===== src/shared/rx_err_regs.vh =====
// Register offsets, field positions and reset values of the receive link error monitor.
// Included by the monitor top; holds definitions only.
`ifndef RX_ERR_REGS_VH
`define RX_ERR_REGS_VH

`define ERR_STATUS_OFS     12'h060
`define ERR_ENABLE_OFS     12'h064
`define ERR_CLEAR_OFS      12'h068
`define ERR_CTRL_OFS       12'h06C

`define BIT_SYSREF_LEMC    0
`define BIT_DLL_READY      1
`define BIT_FRAME_READY    2
`define BIT_CMD_READY      3
`define BIT_CDR_LOCK       4
`define BIT_PCFIFO_EMPTY   5
`define BIT_PCFIFO_FULL    6
`define BIT_LANE_DESKEW    7
`define BIT_SYNC_HEADER    8
`define BIT_EOMB           9
`define BIT_ECC_CORR       10
`define TX_ERR_LSB         16
`define TX_ERR_W           8

`define ERR_USED_MASK      32'h00FF07FF
`define ERR_STATUS_RST     32'h00000000
`define ERR_ENABLE_RST     32'h00FF03FF

`define CTRL_AUTO_REINIT   0
`define CTRL_PERIOD_LSB    8
`define CTRL_COUNT_LSB     24
`define CTRL_AUTO_RST      1'b1
`define LEMC_PERIOD_M1_RST 8'h1F
`define SYSREF_BAD_LIMIT   2

`define SH_BAD_ZERO        2'h0
`define SH_BAD_ONE         2'h3
`define EOMB_PILOT         5'h01

`endif


===== src/bit_sync.v =====
// Two-flop synchroniser for a vector of independent level signals.
// Each bit is assumed to change slowly against pclk; no bus coherency is promised.
`timescale 1ns/100ps
`default_nettype none

module bit_sync #(
  parameter WIDTH = 1
) (
  input  wire             pclk,     // System clock.
  input  wire             presetn,  // Asynchronous reset, active low.
  input  wire             ce,       // Clock enable.
  input  wire [WIDTH-1:0] d_async,  // Level from another domain.
  output wire [WIDTH-1:0] q_sync    // Synchronised level.
);

  reg [WIDTH-1:0] meta_ff;
  reg [WIDTH-1:0] sync_ff;

  // The first stage feeds only the second stage.
  always @(posedge pclk or negedge presetn) begin
    if (!presetn) begin
      meta_ff <= {WIDTH{1'b0}};
      sync_ff <= {WIDTH{1'b0}};
    end else if (ce) begin
      meta_ff <= d_async;
      sync_ff <= meta_ff;
    end
  end

  assign q_sync = sync_ff;

endmodule

`default_nettype wire


===== src/lemc_sysref_check.v =====
// Local extended multiblock counter and SYSREF alignment checker.
// Expects a one-cycle SYSREF rising-edge pulse already in the pclk domain.
`timescale 1ns/100ps
`default_nettype none

module lemc_sysref_check #(
  parameter BAD_LIMIT = 2
) (
  input  wire       pclk,          // System clock.
  input  wire       presetn,       // Asynchronous reset, active low.
  input  wire       ce,            // Clock enable.
  input  wire       sysref_rise,   // SYSREF edge pulse.
  input  wire [7:0] period_m1,     // Counter period minus one.
  output wire [7:0] lemc_count,    // Current counter value.
  output reg        misalign_err   // Pulse on repeated misaligned SYSREF.
);

  reg  [7:0] count_ff;
  reg  [7:0] bad_cnt_ff;
  wire       boundary;
  wire       misaligned;

  assign boundary   = (count_ff == period_m1);
  assign misaligned = sysref_rise && !boundary;

  // SYSREF always restarts the counter; only a restart off the boundary shifts the phase.
  always @(posedge pclk or negedge presetn) begin
    if (!presetn) begin
      count_ff <= 8'h00;
    end else if (ce) begin
      if (sysref_rise || boundary) begin
        count_ff <= 8'h00;
      end else begin
        count_ff <= count_ff + 8'h01;
      end
    end
  end

  // A single stray edge is tolerated; a run of them means SYSREF keeps moving the counter.
  always @(posedge pclk or negedge presetn) begin
    if (!presetn) begin
      bad_cnt_ff   <= 8'h00;
      misalign_err <= 1'b0;
    end else if (ce) begin
      misalign_err <= misaligned && (bad_cnt_ff >= BAD_LIMIT - 1);
      if (sysref_rise && boundary) begin
        bad_cnt_ff <= 8'h00;
      end else if (misaligned && bad_cnt_ff != 8'hFF) begin
        bad_cnt_ff <= bad_cnt_ff + 8'h01;
      end
    end
  end

  assign lemc_count = count_ff;

endmodule

`default_nettype wire


===== src/rx_link_error_monitor.v =====
// Receive link error monitor: detects link errors, keeps sticky status, raises one interrupt.
// Assumes an APB master on pclk; stream handshakes are on pclk, lane and SYSREF levels are not.
`timescale 1ns/100ps
`default_nettype none
`include "rx_err_regs.vh"

module rx_link_error_monitor #(
  parameter LANES     = 4,
  parameter ADDR_W    = 12,
  parameter BAD_LIMIT = `SYSREF_BAD_LIMIT
) (
  input  wire              pclk,             // System and link clock, 40 MHz.
  input  wire              presetn,          // Asynchronous reset, active low.
  input  wire              ce,               // Clock enable; low freezes all state.
  input  wire              psel,             // APB select.
  input  wire              penable,          // APB access phase.
  input  wire              pwrite,           // APB direction, high for write.
  input  wire [ADDR_W-1:0] paddr,            // APB byte address.
  input  wire [31:0]       pwdata,           // APB write data.
  input  wire [3:0]        pstrb,            // APB write byte strobes.
  output wire              pready,           // APB ready.
  output wire              pslverr,          // APB error on unmapped address.
  output reg  [31:0]       prdata,           // APB read data.
  input  wire              sysref,           // SYSREF pin, asynchronous.
  input  wire              dll_valid,        // Base-core stream data offered.
  input  wire              dll_ready,        // Base-core consumer ready.
  input  wire              frame_valid,      // Transport stream data offered.
  input  wire              frame_ready,      // Transport consumer ready.
  input  wire              cmd_valid,        // Command stream data offered.
  input  wire              cmd_ready,        // Command consumer ready.
  input  wire              cdr_locked,       // Recovered-clock lock, asynchronous.
  input  wire [LANES-1:0]  pcfifo_empty,     // Per-lane FIFO empty, asynchronous.
  input  wire [LANES-1:0]  pcfifo_full,      // Per-lane FIFO full, asynchronous.
  input  wire              deskew_fail,      // Lane deskew failure pulse.
  input  wire              sh_strobe,        // Sync header position strobe.
  input  wire [1:0]        sh_bits,          // Sync header bits.
  input  wire              eomb_strobe,      // End-of-multiblock position strobe.
  input  wire [4:0]        eomb_pilot,       // Pilot field at that position.
  input  wire              ecc_corrected,    // Correctable ECC event pulse.
  input  wire [7:0]        tx_err_evt,       // Transmit side error pulses.
  output reg               link_reinit,      // Link reinit request pulse.
  output reg               irq               // Level interrupt, active high.
);

  localparam SYNC_W = 2 + 2 * LANES;

  localparam SEL_NONE = 3'd0;
  localparam SEL_STAT = 3'd1;
  localparam SEL_EN   = 3'd2;
  localparam SEL_CLR  = 3'd3;
  localparam SEL_CTRL = 3'd4;

  reg  [31:0]       status_ff;
  reg  [31:0]       enable_ff;
  reg               auto_reinit_ff;
  reg  [7:0]        period_m1_ff;
  reg               sysref_d_ff;
  reg               cdr_d_ff;
  reg  [31:0]       nxt_status;
  reg  [31:0]       nxt_enable;
  reg  [31:0]       nxt_ctrl;
  reg  [31:0]       nxt_prdata;
  reg  [31:0]       clr_mask;
  reg  [31:0]       evt;
  wire [SYNC_W-1:0] sync_q;
  wire              sysref_s;
  wire              cdr_s;
  wire [LANES-1:0]  empty_s;
  wire [LANES-1:0]  full_s;
  wire              sysref_rise;
  wire              lemc_err;
  wire [7:0]        lemc_count;
  wire [31:0]       wmask;
  wire [31:0]       ctrl_rd;
  wire [2:0]        wr_sel;
  wire [2:0]        rd_sel;
  wire              wr_en;
  wire              rd_load;
  reg               rd_valid_ff;
  genvar            g;

  // Address decode shared by the read and write paths.
  function [2:0] reg_sel;
    input [ADDR_W-1:0] addr;
    begin
      if (addr == `ERR_STATUS_OFS) begin
        reg_sel = SEL_STAT;
      end else if (addr == `ERR_ENABLE_OFS) begin
        reg_sel = SEL_EN;
      end else if (addr == `ERR_CLEAR_OFS) begin
        reg_sel = SEL_CLR;
      end else if (addr == `ERR_CTRL_OFS) begin
        reg_sel = SEL_CTRL;
      end else begin
        reg_sel = SEL_NONE;
      end
    end
  endfunction

  bit_sync #(
    .WIDTH   (SYNC_W)
  ) u_sync (
    .pclk    (pclk),
    .presetn (presetn),
    .ce      (ce),
    .d_async ({pcfifo_full, pcfifo_empty, cdr_locked, sysref}),
    .q_sync  (sync_q)
  );

  assign sysref_s = sync_q[0];
  assign cdr_s    = sync_q[1];
  assign empty_s  = sync_q[2 +: LANES];
  assign full_s   = sync_q[2 + LANES +: LANES];

  always @(posedge pclk or negedge presetn) begin
    if (!presetn) begin
      sysref_d_ff <= 1'b0;
      cdr_d_ff    <= 1'b0;
    end else if (ce) begin
      sysref_d_ff <= sysref_s;
      cdr_d_ff    <= cdr_s;
    end
  end

  assign sysref_rise = sysref_s && !sysref_d_ff;

  lemc_sysref_check #(
    .BAD_LIMIT    (BAD_LIMIT)
  ) u_lemc (
    .pclk         (pclk),
    .presetn      (presetn),
    .ce           (ce),
    .sysref_rise  (sysref_rise),
    .period_m1    (period_m1_ff),
    .lemc_count   (lemc_count),
    .misalign_err (lemc_err)
  );

  // Error events, one bit per status position.
  always @* begin
    evt                    = 32'h00000000;
    evt[`BIT_SYSREF_LEMC]  = lemc_err;
    evt[`BIT_DLL_READY]    = dll_valid && !dll_ready;
    evt[`BIT_FRAME_READY]  = frame_valid && !frame_ready;
    evt[`BIT_CMD_READY]    = cmd_valid && !cmd_ready;
    evt[`BIT_CDR_LOCK]     = cdr_d_ff && !cdr_s;
    evt[`BIT_PCFIFO_EMPTY] = |empty_s;
    evt[`BIT_PCFIFO_FULL]  = |full_s;
    evt[`BIT_LANE_DESKEW]  = deskew_fail;
    evt[`BIT_SYNC_HEADER]  = sh_strobe && (sh_bits == `SH_BAD_ZERO ||
                                           sh_bits == `SH_BAD_ONE);
    evt[`BIT_EOMB]         = eomb_strobe && (eomb_pilot != `EOMB_PILOT);
    evt[`BIT_ECC_CORR]     = ecc_corrected;
    evt[`TX_ERR_LSB +: `TX_ERR_W] = tx_err_evt;
  end

  // A frozen block completes no transfer, and a read waits until its data has been loaded at an
  // enabled edge, so a setup cycle lost to a low clock enable costs a wait state, not stale data.
  assign pready  = ce && (pwrite || !penable || rd_valid_ff);
  assign rd_load = psel && !pwrite && !rd_valid_ff;
  assign wr_sel  = reg_sel(paddr);
  assign rd_sel  = reg_sel(paddr);
  assign wr_en   = psel && penable && pwrite && ce;
  assign pslverr = psel && penable && (rd_sel == SEL_NONE);

  // Each byte strobe widens to the eight bits of its lane.
  generate
    for (g = 0; g < 4; g = g + 1) begin : g_wmask
      assign wmask[8*g +: 8] = {8{pstrb[g]}};
    end
  endgenerate

  assign ctrl_rd = {lemc_count, 8'h00, period_m1_ff, 7'h00, auto_reinit_ff};

  // Clears come through the status word itself or the separate clear word.
  always @* begin
    clr_mask = 32'h00000000;
    if (wr_en && (wr_sel == SEL_STAT || wr_sel == SEL_CLR)) begin
      clr_mask = pwdata & wmask;
    end
  end

  // A clear and a new event in the same cycle leave the bit set so no error is lost.
  always @* begin
    nxt_status = ((status_ff & ~clr_mask) | evt) & `ERR_USED_MASK;
  end

  always @* begin
    nxt_enable = enable_ff;
    if (wr_en && wr_sel == SEL_EN) begin
      nxt_enable = ((enable_ff & ~wmask) | (pwdata & wmask)) & `ERR_USED_MASK;
    end
  end

  always @* begin
    nxt_ctrl = {16'h0000, period_m1_ff, 7'h00, auto_reinit_ff};
    if (wr_en && wr_sel == SEL_CTRL) begin
      nxt_ctrl = (nxt_ctrl & ~wmask) | (pwdata & wmask);
    end
  end

  always @(posedge pclk or negedge presetn) begin
    if (!presetn) begin
      status_ff <= `ERR_STATUS_RST;
      enable_ff <= `ERR_ENABLE_RST;
    end else if (ce) begin
      status_ff <= nxt_status;
      enable_ff <= nxt_enable;
    end
  end

  // Control fields: automatic reinit and the multiblock counter period.
  always @(posedge pclk or negedge presetn) begin
    if (!presetn) begin
      auto_reinit_ff <= `CTRL_AUTO_RST;
      period_m1_ff   <= `LEMC_PERIOD_M1_RST;
    end else if (ce) begin
      auto_reinit_ff <= nxt_ctrl[`CTRL_AUTO_REINIT];
      period_m1_ff   <= nxt_ctrl[`CTRL_PERIOD_LSB +: 8];
    end
  end

  // Read data is captured once per read, normally in the setup cycle, and held through the access phase.
  always @* begin
    if (rd_sel == SEL_STAT) begin
      nxt_prdata = status_ff;
    end else if (rd_sel == SEL_EN) begin
      nxt_prdata = enable_ff;
    end else if (rd_sel == SEL_CTRL) begin
      nxt_prdata = ctrl_rd;
    end else begin
      nxt_prdata = 32'h00000000;
    end
  end

  always @(posedge pclk or negedge presetn) begin
    if (!presetn) begin
      prdata      <= 32'h00000000;
      rd_valid_ff <= 1'b0;
    end else if (ce) begin
      if (rd_load) begin
        prdata      <= nxt_prdata;
        rd_valid_ff <= 1'b1;
      end else if (!psel || penable) begin
        rd_valid_ff <= 1'b0;
      end
    end
  end

  // Reinit follows the moment the SYSREF bit becomes set, not its continued presence.
  always @(posedge pclk or negedge presetn) begin
    if (!presetn) begin
      link_reinit <= 1'b0;
    end else if (ce) begin
      link_reinit <= auto_reinit_ff && nxt_status[`BIT_SYSREF_LEMC] &&
                     !status_ff[`BIT_SYSREF_LEMC];
    end
  end

  // Next-state status and enable let the interrupt rise at the same edge as its cause.
  always @(posedge pclk or negedge presetn) begin
    if (!presetn) begin
      irq <= 1'b0;
    end else if (ce) begin
      irq <= |(nxt_status & nxt_enable);
    end
  end

endmodule

`default_nettype wire


===== config.mk =====
export PLATFORM = sky130hd
export DESIGN_NAME = rx_link_error_monitor
export DESIGN_NICKNAME = d
export VERILOG_FILES = /design/src/bit_sync.v /design/src/lemc_sysref_check.v /design/src/rx_link_error_monitor.v
export VERILOG_INCLUDE_DIRS = /design/src /design/src/shared
export SDC_FILE = /design/constraint.sdc
export NUM_CORES = 1
export LEC_CHECK = 0
export BUFFER_PORTS_ARGS = -buffer_cell sky130_fd_sc_hd__buf_4
export CAP_MARGIN = 25
export CORE_MARGIN = 2
export CORE_UTILIZATION = 45
export DETAILED_ROUTE_END_ITERATION = 8
export GPL_ROUTABILITY_DRIVEN = 0
export PLACE_DENSITY = 0.68
export SLEW_MARGIN = 10
export SYNTH_ARGS = -nofsm -noshare
export SYNTH_HDL_FRONTEND = slang
export SYNTH_SLANG_ARGS = --single-unit

===== constraint.sdc =====
create_clock -name pclk -period 2.8 [get_ports pclk]
set_clock_uncertainty 0.15 [all_clocks]
set_input_delay 0.56 -clock pclk [delete_from_list [all_inputs] [get_ports pclk]]
set_output_delay 0.56 -clock pclk [all_outputs]
set_load 0.02 [all_outputs]

==> impl_metrics.toml <==
[status]
outcome = "finished, final reports clean"

[sta]
worst_pin_slew_ns = 0.664
slew_headroom_pct = 55.7
rsz0062_at_grt = "false"
finalSetupViolCount = 0
fmax_mhz = 419
finalMaxSlewViolations = 0
min_period_ns = 2.39
period_share_pct = 85.3
holdWs_ns = 0.227
fin_setup_tns_ns = 0
hold_viol = 0

[clock_network]
clockBufferDepth = 2
post_cts_resized = 0
h-tree-depth = 4
clock_latency_ns = 0.41
clock-root-buffer = "clkbuf_16"
cts.sinks = 121
cts_tree = "done"
numCtsBuffers = 17
path_clk_slew_ns = 0.05

[cells_and_area]
syn2layout_area_growth_pct = 31.7
final_util_pct = 60.8
antenna_cells = 0
drive_gt1_share_pct = 41.1
nets = 705

[detailed_routing]
firstDrtPassIters = 5
drtIter0Drc = 212
drc = 0
ant_nets = 0
avgViaCountPerCell = 5.53
avgRoutedWirePerCell_um = 17.4
vias = 4266
routed_wl_um = 13500

[critical_path]
r2r_setup_slack_ns = 0.41
r2r_end = "u_lemc.bad_cnt_ff[5]$_DFFE_PN0P_"
cp_max_fo = 10
cp_data_arrival_time_ns = 2.52
crit_path_end_kind = "flop"
crit_path_end = "u_lemc.bad_cnt_ff[5]$_DFFE_PN0P_"
critPathLaunch = "u_lemc.lemc_count[1]$_DFFE_PN0P_"
reg2regPathDepth = 7
crit_required_ns = 2.93
worst_setup_path_start_kind = "flop"
crit_type = "flop to flop"
r2r_start = "u_lemc.lemc_count[1]$_DFFE_PN0P_"

[logic_synthesis]
async_flop_share_pct = 100
yosys_register_bits = 121
synth.yosys.seq_area_share_pct = 55.2
syn_nets = 565
syn-cell-area_sq_mm = 0.00554
avgSynthCellArea_sq_um = 11.7
synth_cells = 472
synth_edf_count = 0
yosys_warnings = 0
synth_ff_type = "dfrtp_1"
yosysUniqueCellTypes = 54

[global_routing]
antenna_found_initial = 0
grt_first_pass_wirelength_um = 21600
gr-total-overflow = 0
grt_max_degree = 65
track_usage_pct = 21.4
grt_pass1_vias = 4240

[floorplanning]
fp.dieW_um = 115
fp.dieH_um = 115
start_util_pct = 46.1
core_area_sq_mm = 0.0120
std_cell_rows = 40
io_pins = 125
die_area_sq_mm = 0.0132

[hold_path]
hp-class = "input port to flop"

[job]
maxCapViolCount = 0

[power]
leakage_nw = 3.38
p_total_w = 0.00455
ir_drop_v = 0.000432
power_density_mw_per_mm2 = 623

[place]
hpwl_um = 9630
io_buffers = 115
-- cell type report --
| cell class | count | area, sq um |
|---|---|---|
| Inverter | 13 | 48.8 |
| Fill cell | 1025 | 4710 |
| Multi-Input combinational cell | 318 | 2350 |
| Sequential cell | 121 | 3060 |
| Clock inverter | 8 | 92.6 |
| Tap cell | 147 | 184 |
| Clock buffer | 24 | 492 |
| Timing Repair Buffer | 141 | 1070 |
-- kinds of logic (layout without fill, tap and decap cells) --
logic type                 count (synthesis)  in the layout  share of synthesized area, %
muxes                                     54             54                          10.8
AOI/OAI and AO/OA                        102            102                          14.5
adders and majority gates                  4              4                         0.903
xor gates and xnor gates                  19             19                          3.00
DFF                                      121            121                          55.2
buffers and inverters                     33            186                          2.44
and+or+nand+nor                          139            139                          13.2
-- power breakdown --
part           internal [W]  leakage [nW]  switching [W]  total, W
Clock               0.00139         0.290       0.000735   0.00213
Combinational      0.000241          1.67       0.000260  0.000501
Sequential          0.00186          1.42      0.0000618   0.00192
Total               0.00349          3.38        0.00106   0.00455
-- placed cells by master, fill, tap and decap left out, types with 3 or more instances in the layout --
cell type	n
a21o_1	13
a21oi_1	7
a221oi_1	16
a22o_1	31
a22oi_1	4
and3_1	5
and4_1	3
buf_4	139
clkbuf_1	3
clkbuf_16	17
clkbuf_8	4
clkinv_2	5
dfrtp_1	97
dfstp_2	24
ha_1	4
inv_1	13
mux2_2	48
mux2i_1	6
nand2_1	28
nand3_1	8
nand4_1	5
nor2_1	54
nor2b_1	6
nor4_1	4
nor4b_1	3
o21ai_0	11
o2bb2ai_1	4
o31ai_1	5
or2_1	3
xnor2_1	3
xor2_1	16
-- Yosys cell counts, types with 3 or more instances --
| library cell | n | share of area [%] |
|---|---|---|
| a22o_1 | 31 | 4.9 |
| ha_1 | 4 | 0.90 |
| a21oi_1 | 7 | 0.63 |
| buf_1 | 3 | 0.20 |
| o21ai_0 | 11 | 0.99 |
| xor2_1 | 16 | 2.5 |
| nand4_1 | 5 | 0.56 |
| clkbuf_1 | 12 | 0.81 |
| mux2_2 | 48 | 9.8 |
| buf_2 | 3 | 0.27 |
| a221oi_1 | 16 | 2.5 |
| mux2i_1 | 6 | 1.1 |
| nor2_1 | 54 | 3.7 |
| a22oi_1 | 4 | 0.54 |
| nand3_1 | 8 | 0.72 |
| nor2b_1 | 6 | 0.68 |
| or2_1 | 3 | 0.34 |
| xnor2_1 | 3 | 0.47 |
| nor4b_1 | 3 | 0.47 |
| nor4_1 | 4 | 0.45 |
| o31ai_1 | 5 | 0.68 |
| and4_1 | 3 | 0.47 |
| and3_1 | 5 | 0.56 |
| nand2_1 | 28 | 1.9 |
| a21o_1 | 13 | 1.8 |
| dfrtp_1 | 97 | 44 |
| inv_1 | 13 | 0.88 |
| o2bb2ai_1 | 4 | 0.63 |
| dfstp_2 | 24 | 11 |
-- worst min-delay path by stage --
| stage | start | end | slack (ns) | cells past startpoint |
|---|---|---|---|---|
| final | pwdata[13] | flop | 0.23 | 2 |
| after global routing | tx_err_evt[0] | status_ff[16]$_DFFE_PN0P_ | 0.22 | 2 |
| after CTS | pcfifo_full[2] | u_sync.meta_ff[8]$_DFFE_PN0P_ | 0.21 | 2 |
| after detailed placement | u_sync.meta_ff[0]$_DFFE_PN0P_ | u_sync.q_sync[0]$_DFFE_PN0P_ | 0.33 | 2 |
| after global placement | u_sync.meta_ff[0]$_DFFE_PN0P_ | u_sync.q_sync[0]$_DFFE_PN0P_ | 0.32 | 2 |
| after floorplan | presetn | async pin | 0.11 | 0 |
-- timing repair --
| action | in CTS | in global routing |
|---|---|---|
| hold buffers | 1 | 0 |
| buffers inserted | 0 | 0 |
| endpoints found under the hold margin | 27 | 0 |
-- routing by layer --
layer | GRT usage, % | share of wire [%] | vias up
met5 | 0 | 0 | -
met4 | 7.39 | 1.0 | 0
met3 | 5.01 | 5.1 | 11
met2 | 34.3 | 49 | 113
met1 | 28.7 | 45 | 2140
li1 | - | - | 2002
-- worst max-delay path, stage by stage, from the launching register on --
cell	delay [ns]
dfrtp_1	0.44
xor2_1	0.19
nor4_1	0.32
nand2_1	0.26
a41oi_2	0.45
nand4_1	0.20
xor2_1	0.18
nor2_1	0.06
-- through the flow --
stage	area [sq um]	instances	worst slack, ns
after floorplan	5540	472	0.151
after global placement	6700	739	0.0264
after detailed placement	6700	739	0.00693
after CTS	7300	772	0.395
after global routing	7300	772	0.231
final	7300	772	0.411
-- flip-flops by register name, indices dropped and copies added, names as in the netlist, named ones only --
signal               flops
rd_valid_ff              1
sysref_d_ff              1
irq                      1
u_sync.q_sync           10
u_lemc.bad_cnt_ff        8
prdata                  32
link_reinit              1
u_lemc.misalign_err      1
cdr_d_ff                 1
enable_ff               19
u_sync.meta_ff          10
status_ff               19
u_lemc.lemc_count        8
(Power assumes the default switching activity.)
